$ cat src/hw/conv_ctrl_pkg.sv
// shared constants and types for the conversion control block
package conv_ctrl_pkg;
  localparam int          CLK_HZ        = 10_000_000;
  localparam int          OSC_HZ        = 1_000_000;
  localparam int          MOD_DIV       = 4;
  localparam int          MOD_HZ        = OSC_HZ / MOD_DIV;
  localparam int          MOD_TICK_CYC  = CLK_HZ / MOD_HZ;
  localparam int          CONV_TICKS    = 1024;
  localparam int          RES_W         = 12;
  localparam int          CODE_STEPS    = 4096;
  localparam int          FSR_LSB_UV    = 125;
  // register offsets
  localparam logic [3:0]  ADDR_CFG      = 4'h0;
  localparam logic [3:0]  ADDR_RESULT   = 4'h1;
  localparam logic [3:0]  ADDR_STATUS   = 4'h2;
  localparam logic [3:0]  ADDR_SETTINGS = 4'h3;
  // config field positions
  localparam int          CFG_TRIG_BIT  = 0;
  localparam int          CFG_MODE_BIT  = 1;
  localparam int          CFG_SEL_LSB   = 2;
  localparam int          CFG_GAIN_LSB  = 5;
  localparam logic        MODE_RST      = 1'b1;
  localparam logic [2:0]  SEL_RST       = 3'h0;
  localparam logic [2:0]  GAIN_RST      = 3'h2;

  typedef enum logic [1:0] {PAIR_DIFF, PAIR_VS3, PAIR_SINGLE} pair_kind_t;

  typedef struct packed {
    logic [1:0] pos;
    logic [1:0] neg;
    pair_kind_t kind;
  } input_pair_t;

  typedef struct packed {
    logic [2:0] sel;
    logic [2:0] gain;
  } conv_cfg_t;
endpackage

$ cat src/hw/adc_conversion_control.sv
// conversion sequencing, input pairing and range selection
//
// Local design decisions: the plain strobed port and the address map.
`timescale 1ns/1ps
module adc_conversion_control
  import conv_ctrl_pkg::*;
#(
  parameter int          CONV_LEN  = CONV_TICKS,
  // select 0 first: 0-1 diff, 0/1/2 against 3, then 0..3 single-ended
  parameter logic [47:0] PAIR_MAP  = {6'h32, 6'h22, 6'h12, 6'h02,
                                      6'h2d, 6'h1d, 6'h0d, 6'h04},
  // microvolts per code, gain 0 first; unused codes read as zero
  parameter logic [95:0] LSB_MAP   = 96'h000_000_07d_0fa_1f4_3e8_7d0_bb8
) (
  input  wire logic              clock_i,
  input  wire logic              rst_i,
  input  wire logic [3:0]        addr_i,
  input  wire logic [15:0]       wdata_i,
  input  wire logic              wr_i,
  input  wire logic              rd_i,
  output logic      [15:0]       rdata_o,
  input  wire logic [RES_W-1:0]  filter_code_i,
  output logic                   powered_o,
  output logic                   mod_clk_en_o,
  output logic      [1:0]        mux_pos_o,
  output logic      [1:0]        mux_neg_o,
  output logic                   neg_gnd_o,
  output logic      [2:0]        gain_range_field_o,
  output logic                   conv_done_o
);
  typedef enum logic [1:0] {ST_DOWN, ST_CONV, ST_IDLE} conv_st_t;

  typedef struct packed {
    conv_st_t         st;
    logic             mode;
    conv_cfg_t        cfg;
    conv_cfg_t        held;
    logic [10:0]      ticks;
    logic [RES_W-1:0] result;
    logic             done;
    logic [15:0]      rdata;
  } ctrl_state_t;

  ctrl_state_t s_r;
  ctrl_state_t s_nxt;
  logic        tick;
  input_pair_t pair_held;

  // table entries are 6 bits: pos, neg, kind
  function automatic input_pair_t decode_pair(input logic [2:0] sel);
    logic [5:0] e;
    e = PAIR_MAP[6*sel +: 6];
    decode_pair = input_pair_t'(e);
  endfunction

  // code weight in microvolts for a gain code
  function automatic logic [11:0] lsb_uv(input logic [2:0] gain);
    lsb_uv = LSB_MAP[12*gain +: 12];
  endfunction

  // a write that lands in the configuration register this cycle
  function automatic logic cfg_write();
    cfg_write = wr_i && (addr_i == ADDR_CFG);
  endfunction

  // single-ended pairings cannot report below zero, so clamp there
  function automatic logic [RES_W-1:0] clamp_code(
    input pair_kind_t       kind,
    input logic [RES_W-1:0] code
  );
    if (kind == PAIR_SINGLE && code[RES_W-1]) begin
      clamp_code = '0;
    end else begin
      clamp_code = code;
    end
  endfunction

  // read mux; the trigger bit always reads back as zero
  function automatic logic [15:0] read_word(input logic [3:0] addr);
    unique case (addr)
      ADDR_CFG:      read_word = {8'h00, s_r.cfg.gain, s_r.cfg.sel,
                                  s_r.mode, 1'b0};
      ADDR_RESULT:   read_word = {s_r.result, 4'h0};
      ADDR_STATUS:   read_word = {14'h0000, s_r.st == ST_CONV,
                                  s_r.st != ST_DOWN};
      ADDR_SETTINGS: read_word = {4'h0, lsb_uv(s_r.held.gain)};
      default:       read_word = 16'h0000;
    endcase
  endfunction

  ////////////////////////////////////////////////////////////////////////////
  mod_clock_div #(
    .DIV (MOD_TICK_CYC)
  ) u_div (
    .clock_i (clock_i),
    .rst_i   (rst_i),
    .run_i   (s_r.st == ST_CONV),
    .tick_o  (tick)
  );

  assign pair_held = decode_pair(s_r.held.sel);

  ////////////////////////////////////////////////////////////////////////////
  always_comb begin
    logic start;
    start = 1'b0;
    s_nxt = s_r;
    // done and read data are one-cycle pulses
    s_nxt.done  = 1'b0;
    s_nxt.rdata = 16'h0000;

    // fields land even mid-conversion, but the held copy keeps the
    // running conversion on its old pairing and range
    if (cfg_write()) begin
      s_nxt.mode     = wdata_i[CFG_MODE_BIT];
      s_nxt.cfg.sel  = wdata_i[CFG_SEL_LSB +: 3];
      s_nxt.cfg.gain = wdata_i[CFG_GAIN_LSB +: 3];
      start          = wdata_i[CFG_TRIG_BIT] || !wdata_i[CFG_MODE_BIT];
    end

    if (rd_i) begin
      s_nxt.rdata = read_word(addr_i);
    end

    unique case (s_r.st)
      ST_DOWN, ST_IDLE: begin
        if (start) begin
          s_nxt.st    = ST_CONV;
          s_nxt.held  = s_nxt.cfg;
          s_nxt.ticks = 11'h000;
        end
      end
      ST_CONV: begin
        // trigger writes here are dropped
        if (tick) begin
          if (s_r.ticks == 11'(CONV_LEN - 1)) begin
            s_nxt.done  = 1'b1;
            s_nxt.ticks = 11'h000;
            s_nxt.result = clamp_code(pair_held.kind, filter_code_i);
            // a mode write during a continuous run stops it here
            if (s_nxt.mode) begin
              s_nxt.st = ST_DOWN;
            end else begin
              s_nxt.held = s_nxt.cfg;
            end
          end else begin
            s_nxt.ticks = s_r.ticks + 11'h001;
          end
        end
      end
      default: s_nxt.st = ST_DOWN;
    endcase
  end

  always_ff @(posedge clock_i or posedge rst_i) begin
    if (rst_i) begin
      s_r       <= '0;
      s_r.st    <= ST_DOWN;
      s_r.mode  <= MODE_RST;
      s_r.cfg   <= '{sel: SEL_RST, gain: GAIN_RST};
      s_r.held  <= '{sel: SEL_RST, gain: GAIN_RST};
    end else begin
      s_r <= s_nxt;
    end
  end

  ////////////////////////////////////////////////////////////////////////////
  assign rdata_o            = s_r.rdata;
  assign powered_o          = s_r.st == ST_CONV;
  assign mod_clk_en_o       = tick;
  assign mux_pos_o          = pair_held.pos;
  assign mux_neg_o          = pair_held.neg;
  assign neg_gnd_o          = pair_held.kind == PAIR_SINGLE;
  assign gain_range_field_o = s_r.held.gain;
  assign conv_done_o        = s_r.done;
endmodule

$ cat src/hw/mod_clock_div.sv
// modulator clock enable derived from the core clock
`timescale 1ns/1ps
module mod_clock_div
  import conv_ctrl_pkg::*;
#(
  parameter int DIV = MOD_TICK_CYC
) (
  input  wire logic clock_i,
  input  wire logic rst_i,
  input  wire logic run_i,
  output logic      tick_o
);
  typedef struct packed {
    logic [7:0] cnt;
    logic       tick;
  } div_state_t;

  div_state_t st_r;
  div_state_t st_nxt;

  always_comb begin
    st_nxt = st_r;
    st_nxt.tick = 1'b0;
    if (!run_i) begin
      st_nxt.cnt = 8'h00;
    end else if (st_r.cnt == 8'(DIV - 1)) begin
      st_nxt.cnt  = 8'h00;
      st_nxt.tick = 1'b1;
    end else begin
      st_nxt.cnt = st_r.cnt + 8'h01;
    end
  end

  always_ff @(posedge clock_i or posedge rst_i) begin
    if (rst_i) begin
      st_r <= '0;
    end else begin
      st_r <= st_nxt;
    end
  end

  assign tick_o = st_r.tick;
endmodule

$ cat config.mk
export PLATFORM = sky130hd
export DESIGN_NAME = adc_conversion_control
export DESIGN_NICKNAME = d
export VERILOG_FILES = /design/src/hw/conv_ctrl_pkg.sv /design/src/hw/adc_conversion_control.sv /design/src/hw/mod_clock_div.sv
export SDC_FILE = /design/constraint.sdc
export NUM_CORES = 1
export LEC_CHECK = 0
export BUFFER_PORTS_ARGS = -buffer_cell sky130_fd_sc_hd__buf_2
export CORE_MARGIN = 8
export CORE_UTILIZATION = 40
export CTS_BUF_LIST = sky130_fd_sc_hd__clkbuf_4
export DETAILED_ROUTE_END_ITERATION = 12
export HOLD_SLACK_MARGIN = 0.08
export PLACE_DENSITY_LB_ADDON = 0.08
export SYNTH_ARGS = -nofsm -noshare
export SYNTH_HDL_FRONTEND = slang
export SYNTH_HIERARCHICAL = 1
export SYNTH_SLANG_ARGS = --single-unit
$ cat constraint.sdc
create_clock -name clock_i -period 2.1 [get_ports clock_i]
set_input_delay 0.21 -clock clock_i [delete_from_list [all_inputs] [get_ports clock_i]]
set_output_delay 0.21 -clock clock_i [all_outputs]
set_load 0.01 [all_outputs]
# Yosys cells after proc, flatten, opt, wreduce, memory -nomap -nowiden
# Cells that the tools add are included.
# W data, S select, Z words.
# word_totals
reg_bits,64
in_bits,36
out_inout_bits,27
wordCells,66
# classes
addsub,2
mul,2
eq_ne,13
shift,2
n_mux,22
n_reduce_logical,13
# op_table
operator,count
$shiftx A96 B8 Y12 const A,1
$pmux W16 S4,1
$shiftx A48 B7 Y6 const A,1
$pmux W17 S2,1
$mux W30,1
$mux W17,1
$mux W16,1
$mux W8,2
$mux W13,1
$mux W12,1
$mux W6,2
$add A11 B1 Y11 const B,1
$eq A11 B10 Y1 const B,1
$mux W11,1
$mul A2 B3 Y5 const A,2
$ne A2 B2 Y1 const B,5
$add A8 B1 Y8 const B,1
$eq A4 B2 Y1 const B,2
$eq A8 B6 Y1 const B,1
$mux W2,4
$mux W7,1
$reduce_and A3 Y1,2
$reduce_and A5 Y1,1
$eq A2 B2 Y1 const B,2
12 further kinds,17

# Logic depth before layout (Yosys ltp)
# Gate-level depths: netlist of run 1.
# logic_depth
depth_word,8
ltp_mapped,6

# By module
# Netlist of run 1, hierarchy kept.
# by_module_without_submodules
module,instances,cells_per_inst,area_per_inst_um2,seq_area_each_um2
adc_conversion_control,1,290,2787.7,1355.0
mod_clock_div,1,43,435.4,225.2

# Worst setup path after synthesis of run 1
# No wires, ideal clock.
# synth_timing
path_type,register -> register
from,reg s_r[53] (netlist name)
to,"reg s_r, in the netlist gain_range_field_o[2]"
arrival_time_ps,2017
slack_ps,-42
path_stages_with_launch,6
n_path_buf,1
cell_sequence,dfrtp_1 > buf_4 > nand2_2 > or3_4 > o41ai_4 > mux2_4
# synth_between
elab_chain_len,4
# synth_lines
item,line_no,source
start: declaration,adc_conversion_control.sv:44,ctrl_state_t s_r;
start signal: assignment,adc_conversion_control.sv:163,s_r <= s_nxt;
$eq A2 B2 Y1 / $logic_not A2 Y1 (equally long branches),adc_conversion_control.sv:125,unique case (s_r.st)
$reduce_or A2 Y1,adc_conversion_control.sv:125,
$ne A2 B2 Y1 (no line) / $reduce_bool A2 Y1 (equally long branches),-,
$reduce_and A5 Y1 (no line),-,
# Several ways; a longest one is shown, not always the timed one.
# A chain may end at the register's enable or synchronous reset.

# Worst setup path after layout of run 1
# layout_timing
from,reg s_r[30] (netlist name)
to,reg s_r[43] (netlist name)
# layout_between
elab_chain_len,3
# layout_lines
item,line_no,source
$eq A11 B10 Y1,adc_conversion_control.sv:136,if (s_r.ticks == 11'(CONV_LEN - 1)) begin
$ne A2 B2 Y1 (no line),-,
$reduce_and A5 Y1 (no line),-,
# No other way between the ends.

==> results of run 1 <==
-- layout by cell type, fill, tap and decap left out, drive strengths merged, types with 4 or more instances in the layout --
| master | n |
|---|---|
| a21oi | 12 |
| and2 | 4 |
| and3 | 9 |
| buf | 76 |
| clkbuf | 11 |
| dfrtp | 60 |
| dlygate4sd3 | 20 |
| inv | 10 |
| mux2 | 7 |
| mux2i | 4 |
| nand2 | 38 |
| nand3 | 12 |
| nand4 | 4 |
| nor2 | 33 |
| nor2b | 8 |
| nor3 | 4 |
| o21ai | 40 |
| o22a | 4 |
| or3 | 4 |
| xor2 | 4 |
-- final timing paths --
check	start	end	slack, ps	cells after the start
max	s_r[30]$_DFFE_PP0P_	s_r[43]$_DFFE_PP0P_	120	6
min	wr_i	s_r[47]$_DFF_PP1_	120	3
max reg2reg	s_r[30]$_DFFE_PP0P_	s_r[43]$_DFFE_PP0P_	120	6
min reg2reg	s_r[27]$_DFFE_PP0P_	rdata_o[14]$_DFF_PP0_	500	1
max in group asynchronous	rst_i	s_r[37]$_DFFE_PP0P_	1070	4
min in group asynchronous	rst_i	u_div/st_r[4]$_DFF_PP0_	330	3
-- state kept, by name, summed over array words and instances (netlist names) --
name	cells
s_r	34
rdata_o	16
u_div/st_r	8
gain_range_field_o	3
conv_done_o	1
u_div/tick_o	1
-- per-stage QoR --
step	TNS [ps]	cells
detailed placement	-121	473
floorplan	0	333
global route	0	510
global placement	-89.6	473
CTS	0	510
finish	0	510
-- Yosys cell counts (4+ instances only) --
library cell / count / area share (%)
sky130_fd_sc_hd__clkbuf_1: 12 / 1.4
sky130_fd_sc_hd__nand3_1: 12 / 1.9
sky130_fd_sc_hd__dfrtp_1: 60 / 47
sky130_fd_sc_hd__nor2_1: 33 / 3.8
sky130_fd_sc_hd__xor2_1: 4 / 1.1
sky130_fd_sc_hd__mux2_4: 6 / 2.8
sky130_fd_sc_hd__nor3_1: 4 / 0.62
sky130_fd_sc_hd__buf_4: 24 / 5.6
sky130_fd_sc_hd__o22a_1: 4 / 1.1
sky130_fd_sc_hd__mux2i_1: 4 / 1.2
sky130_fd_sc_hd__nand2_1: 37 / 4.3
sky130_fd_sc_hd__and2_1: 4 / 0.78
sky130_fd_sc_hd__nor2b_1: 8 / 1.6
sky130_fd_sc_hd__and3_1: 7 / 1.4
sky130_fd_sc_hd__a21oi_1: 12 / 1.9
sky130_fd_sc_hd__o21ai_0: 39 / 6.1
sky130_fd_sc_hd__inv_1: 10 / 1.2
-- per-layer routing --
metal | up-vias | share of wire, % | GRT usage [%]
met4 | 0 | 1.2 | 5.83
li1 | 1274 | - | -
met2 | 40 | 48 | 22.7
met5 | - | 0 | 0
met3 | 9 | 4.2 | 3.35
met1 | 1214 | 47 | 16.3
-- power by group through the flow --
stage               clock network, W  logic (W)  registers [W]
floorplan                          0   0.000364        0.00144
global placement                   0   0.000474        0.00147
detailed placement                 0   0.000482        0.00147
CTS                         0.000852   0.000513        0.00145
global route                0.000902   0.000573        0.00147
finish                      0.000813   0.000507        0.00145
-- cell families (layout without fill, tap and decap cells) --
group	count (synthesis)	count (layout)	synth area share (%)
fa+ha+maj	3	3	1.16
xor+xnor	7	7	1.90
compound gates	74	74	15.0
simple gates	128	128	20.2
flops	63	63	49.0
buf+inv	47	122	8.31
mux	11	11	4.39
-- worst max-delay path: stages, from the launching register on --
cell and delay (ps):
sky130_fd_sc_hd__dfrtp_1 370, sky130_fd_sc_hd__ha_1 170, sky130_fd_sc_hd__nand3_1 110, sky130_fd_sc_hd__or3_4 400, sky130_fd_sc_hd__o41ai_4 270, sky130_fd_sc_hd__buf_4 230, sky130_fd_sc_hd__mux2_4 310
-- layout make-up --
| class | count | area share (%) |
|---|---|---|
| flip-flops and latches | 63 | 40.6 |
| multi-input cells | 223 | 35.4 |
| repair buffers | 96 | 16.3 |
| well taps | 102 | 3.28 |
| clock buffers | 11 | 2.12 |
| clock inverters | 5 | 1.29 |
| inverters | 10 | 0.965 |
-- timing repair --
item / in CTS / in global routing
hold endpoints to repair: 79 / 0
hold buffers: 20 / 0
buffers inserted: 1 / 0
endpoints found under the setup margin: 5 / 0
==> flow_metrics.py, run 1 <==
metrics = {
    "status": {
        "outcome": "completed",
    },
    "detailed_routing": {
        "drt_drc_violations_left": 0,
        "wl_per_cell_um": 14.5,
        "route.vias.total": 2537,
        "drt-vias-per-instance": 4.97,
        "postRouteWirelength_um": 7410,
        "drt-initial-drc-count": 81,
        "detailedRoute.firstPassIterationCount": 4,
        "ant_nets": 0,
    },
    "synthesis": {
        "synth-seq-cells": 63,
        "synthCells": 333,
        "synth.yosys.warnings": 6,
        "synth_area_um2": 3220,
        "ys_seq_area_share_pct": 49.0,
        "netlist-cell-type-count": 51,
        "async_set_or_reset_register_ratio_after_synthesis_pct": 100,
        "edff_count_synth": 0,
        "postSynth.topFlopCell": "sky130_fd_sc_hd__dfrtp_1",
        "syn-mean-instance-area_um2": 9.68,
        "syn-num-nets": 372,
    },
    "power": {
        "power.ir.vdd_worst_mv": 0.361,
        "p_switching_w": 0.000817,
        "leakage_nw": 1.87,
        "comb_power_share_pct": 18.3,
        "internal_w": 0.00195,
        "power.sequential.fraction_pct": 52.4,
        "clock_power_share_pct": 29.3,
        "switching_share_pct": 29.5,
        "power.density_nw_per_um2": 712,
        "power_w": 0.00277,
    },
    "sta": {
        "post-route-min-period_ps": 1980,
        "finalCritPeriodShare_pct": 94.1,
        "rsz0062_at_grt": "false",
        "final.setup_skew_ps": 19.0,
        "setup-violations-final": 0,
        "report.final.slew_viol_count": 0,
        "timing.max_slew.rel_slack_pct": 53.2,
        "hold-worst-slack_ps": 121,
        "setup_ws_ps": 125,
        "max_freq_ghz": 0.506,
        "timing_hold_violations_final": 0,
        "worstMarginPinSlew_ps": 701,
    },
    "placement": {
        "buffer_ports.inserted": 54,
        "placement.setup.worst_slack_ps": -26.9,
        "place.gp.congestion": 0.775,
        "hpwlAfterDp_um": 5330,
        "placed_instance_area_um2": 3550,
    },
    "clock_tree": {
        "clk_transition_reported_paths_ps": 110,
        "cts_root_buf": "sky130_fd_sc_hd__clkbuf_4",
        "clock_insertion_delay_at_the_later_pin_of_the_skew_report_ps": 400,
        "postCtsResizedCells": 0,
        "cts_buffer_depth": 2,
        "ctsHtreeMaxLevel": 3,
        "tritoncts": "yes",
        "cts.sink_count": 63,
        "cts_buffers": 9,
    },
    "cells_and_area": {
        "finish.instance_area_um2": 3890,
        "antenna_cells": 0,
        "fin_util_pct": 50.1,
        "layout-drive-gt1-share_pct": 28.7,
        "fillerInstances": 771,
        "final_net_count": 442,
        "register_area_um2": 1580,
        "synthToLayoutAreaGrowth_pct": 20.7,
        "multi_input_comb_area_um2": 1380,
    },
    "grt": {
        "first_pass_grt_wire_length_um": 12500,
        "grt_start_max_net_pins": 55,
        "groute.usage.overall_pct": 13.6,
        "grt.overflow.total": 0,
        "grt_pass1_vias": 2630,
        "grt_antenna_before_repair": 0,
    },
    "run": {
        "maxCapViolations": 0,
    },
    "die": {
        "core_region_area_um2": 7770,
        "floorplan.initialDensity_pct": 41.5,
        "ios": 63,
        "die_height_um": 106,
        "die_w_um": 106,
        "number_of_placement_rows": 32,
        "die_area_um2": 11200,
    },
    "setup_path": {
        "worst-endpoint-arrival_ps": 2270,
        "worst_setup_path_start_kind": "flop",
        "timing.setup.critical_path_class": "reg -> reg",
        "cp_data_required_time_ps": 2390,
        "path_max_fanout": 6,
        "end_kind": "flop",
    },
    "min_path": {
        "hold_class": "in -> reg",
    },
}
Note: power is estimated with default switching activity, not from simulation.
==> run 2: changes to the inputs <==
--- a/config.mk
+++ b/config.mk
@@ -9,6 +9,7 @@
 export CORE_MARGIN = 8
 export CORE_UTILIZATION = 40
 export CTS_BUF_LIST = sky130_fd_sc_hd__clkbuf_4
+export CTS_CLUSTER_SIZE = 25
 export DETAILED_ROUTE_END_ITERATION = 12
 export HOLD_SLACK_MARGIN = 0.08
 export PLACE_DENSITY_LB_ADDON = 0.08
==> constraint.sdc (replaced) <==
create_clock -name clock_i -period 1.6 [get_ports clock_i]
set_input_delay 0.16 -clock clock_i [delete_from_list [all_inputs] [get_ports clock_i]]
set_output_delay 0.16 -clock clock_i [all_outputs]
set_load 0.01 [all_outputs]
==> run 2 against run 1 <==
Net effect:
- the flow now finishes with violations (setup timing)
- critical endpoint is now s_r[44]$_DFFE_PP0P_
- fmax up 8.4%
- critical path depth unchanged
- largest cell class unchanged
- clock-buffer cell count unchanged
- design area up 7.1%
- routed wire length up 6.0%
- via count up 3.8%
- critical path type unchanged
- sequential cell count unchanged
- hold slack better by 67 ps
- sequential power up 31%
- final cell count up 4.5%
- clock skew down 6.9 ps
==> flow_metrics.py, run 2 (synthesized netlist as in run 1, its figures left out) <==
metrics = {
    "sta": {
        "post-route-min-period_ps": 1820,
        "report.final.slew_viol_count": 0,
        "finalCritPeriodShare_pct": 114,
        "timing_hold_violations_final": 0,
        "timing.max_slew.rel_slack_pct": 73.6,
        "setup-violations-final": 9,
        "max_freq_ghz": 0.549,
        "setup_ws_ps": -223,
        "hold-worst-slack_ps": 188,
        "final.setup_skew_ps": 12.1,
        "rsz0062_at_grt": "true",
        "worstMarginPinSlew_ps": 393,
        "finalSetupTns_ps": -1330,
    },
    "detailed_routing": {
        "wl_per_cell_um": 14.7,
        "route.vias.total": 2634,
        "ant_nets": 0,
        "postRouteWirelength_um": 7850,
        "detailedRoute.firstPassIterationCount": 6,
        "drt_drc_violations_left": 0,
        "drt-initial-drc-count": 110,
        "drt-vias-per-instance": 4.94,
    },
    "die": {
        "floorplan.initialDensity_pct": 41.5,
        "die_area_um2": 11200,
        "die_w_um": 106,
        "number_of_placement_rows": 32,
        "ios": 63,
        "core_region_area_um2": 7770,
        "die_height_um": 106,
    },
    "placement": {
        "place.detailed.instances": 493,
        "buffer_ports.inserted": 54,
        "hpwlAfterDp_um": 5670,
        "placed_instance_area_um2": 3740,
        "place.gp.congestion": 0.796,
        "placement.setup.worst_slack_ps": -461,
    },
    "setup_path": {
        "worstPathCellList": "ha_2, nand3_2, or3_4, o41ai_4, buf_6, mux2_4",
        "critical-path-top-delay-family": "simple AND/OR/NAND/NOR gates",
        "regToRegSetupSlack_ps": -220,
        "cp_data_required_time_ps": 1890,
        "wp_buf_inv": 1,
        "path_max_fanout": 6,
        "worst_path_largest_cell_delay_ps": 380,
        "end_kind": "flop",
        "worst_setup_path_start_kind": "flop",
        "worst_path_max_delay_cell": "sky130_fd_sc_hd__dfrtp_1",
        "worst-endpoint-arrival_ps": 2110,
        "timing.setup.critical_path_class": "reg -> reg",
    },
    "power": {
        "power.ir.vdd_worst_mv": 0.675,
        "power.density_nw_per_um2": 899,
        "leakage_nw": 2.03,
    },
    "clock_tree": {
        "clock_insertion_delay_at_the_later_pin_of_the_skew_report_ps": 400,
        "ctsHtreeMaxLevel": 3,
        "cts_buffer_depth": 2,
        "cts.sink_count": 63,
        "clk_transition_reported_paths_ps": 110,
        "cts_root_buf": "sky130_fd_sc_hd__clkbuf_4",
        "cts_buffers": 9,
        "tritoncts": "yes",
    },
    "grt": {
        "grt_start_max_net_pins": 23,
        "first_pass_grt_wire_length_um": 13000,
        "groute.usage.overall_pct": 14.5,
        "grt_pass1_vias": 2717,
        "grt.overflow.total": 0,
        "grt_antenna_before_repair": 0,
    },
    "cells_and_area": {
        "fillerInstances": 745,
        "final_net_count": 465,
        "antenna_cells": 0,
        "most_common_cell_after_layout_fill_and_taps_aside": "sky130_fd_sc_hd__dfrtp_1",
        "final_cell_mix": "sky130_fd_sc_hd__dfrtp_1 (59), sky130_fd_sc_hd__buf_2 (54), sky130_fd_sc_hd__buf_4 (39)",
        "largest_register_ff_count": 34,
        "synthToLayoutAreaGrowth_pct": 29.2,
        "layout-drive-gt1-share_pct": 34.3,
        "final_cell_count_no_fill": 533,
        "finish.instance_area_um2": 4170,
        "max_flop_register": "s_r",
    },
    "min_path": {
        "hold_class": "in -> reg",
    },
    "status": {
        "failed_checks": "setup timing",
        "outcome": "finished with violations",
    },
    "run": {
        "maxCapViolations": 0,
    },
}
## run 2: area by class of cell
cell class | instances | area (µm²) | share of cell area, %
Sequential cell | 63 | 1580 | 38.0
Multi-Input combinational cell | 223 | 1440 | 34.5
Tap cell | 102 | 128 | 3.06
Timing Repair Buffer | 119 | 848 | 20.4
Clock buffer | 11 | 82.6 | 1.98
Inverter | 10 | 37.5 | 0.901
Clock inverter | 5 | 48.8 | 1.17
## run 2: report_power, final
part / internal (W) / switching, W
Sequential: 0.00175 / 0.000158
Clock: 0.000498 / 0.000556
Combinational: 0.000404 / 0.000381
Total: 0.00265 / 0.00110
## run 2: repair_timing
| item | in CTS | in global routing |
|---|---|---|
| buffers inserted | 4 | 1 |
| setup endpoints to repair | 14 | 27 |
| cloned | 0 | 0 |
| hold buffers | 20 | 0 |
| hold endpoints to repair | 64 | 0 |
| pin swaps | 6 | 3 |
| gates resized for setup | 9 | 17 |
## run 2: routing by layer
metal,track usage [%],wire (µm)
met2,24.4,3900
met1,17.0,3470
met4,6.53,121
met3,3.78,356
met5,0,0
## run 2: worst paths after layout
| kind | startpoint | to | cells past startpoint |
|---|---|---|---|
| min | wr_i | s_r[47]$_DFF_PP1_ | 4 |
| min reg2reg | s_r[27]$_DFFE_PP0P_ | s_r[27]$_DFFE_PP0P_ | 2 |
| max | s_r[29]$_DFFE_PP0P_ | s_r[44]$_DFFE_PP0P_ | 6 |
| max in group asynchronous | rst_i | s_r[22]$_DFFE_PP0P_ | 5 |
| min in group asynchronous | rst_i | u_div/tick_o$_DFF_PP0_ | 3 |
| max reg2reg | s_r[29]$_DFFE_PP0P_ | s_r[44]$_DFFE_PP0P_ | 6 |
## run 2: per-stage QoR
stage	utilization, %	total power, W
after detailed placement	48.2	0.00265
after global placement	48.2	0.00265
after floorplan	-	0.00238
final	53.6	0.00374
after CTS	53.1	0.00378
after global routing	53.6	0.00398
## run 2: worst min-delay path, delay by kind of cell
kind                   cells  cell delay, ps
buffers and inverters      2             280
AND/OR/NAND/NOR            2             150
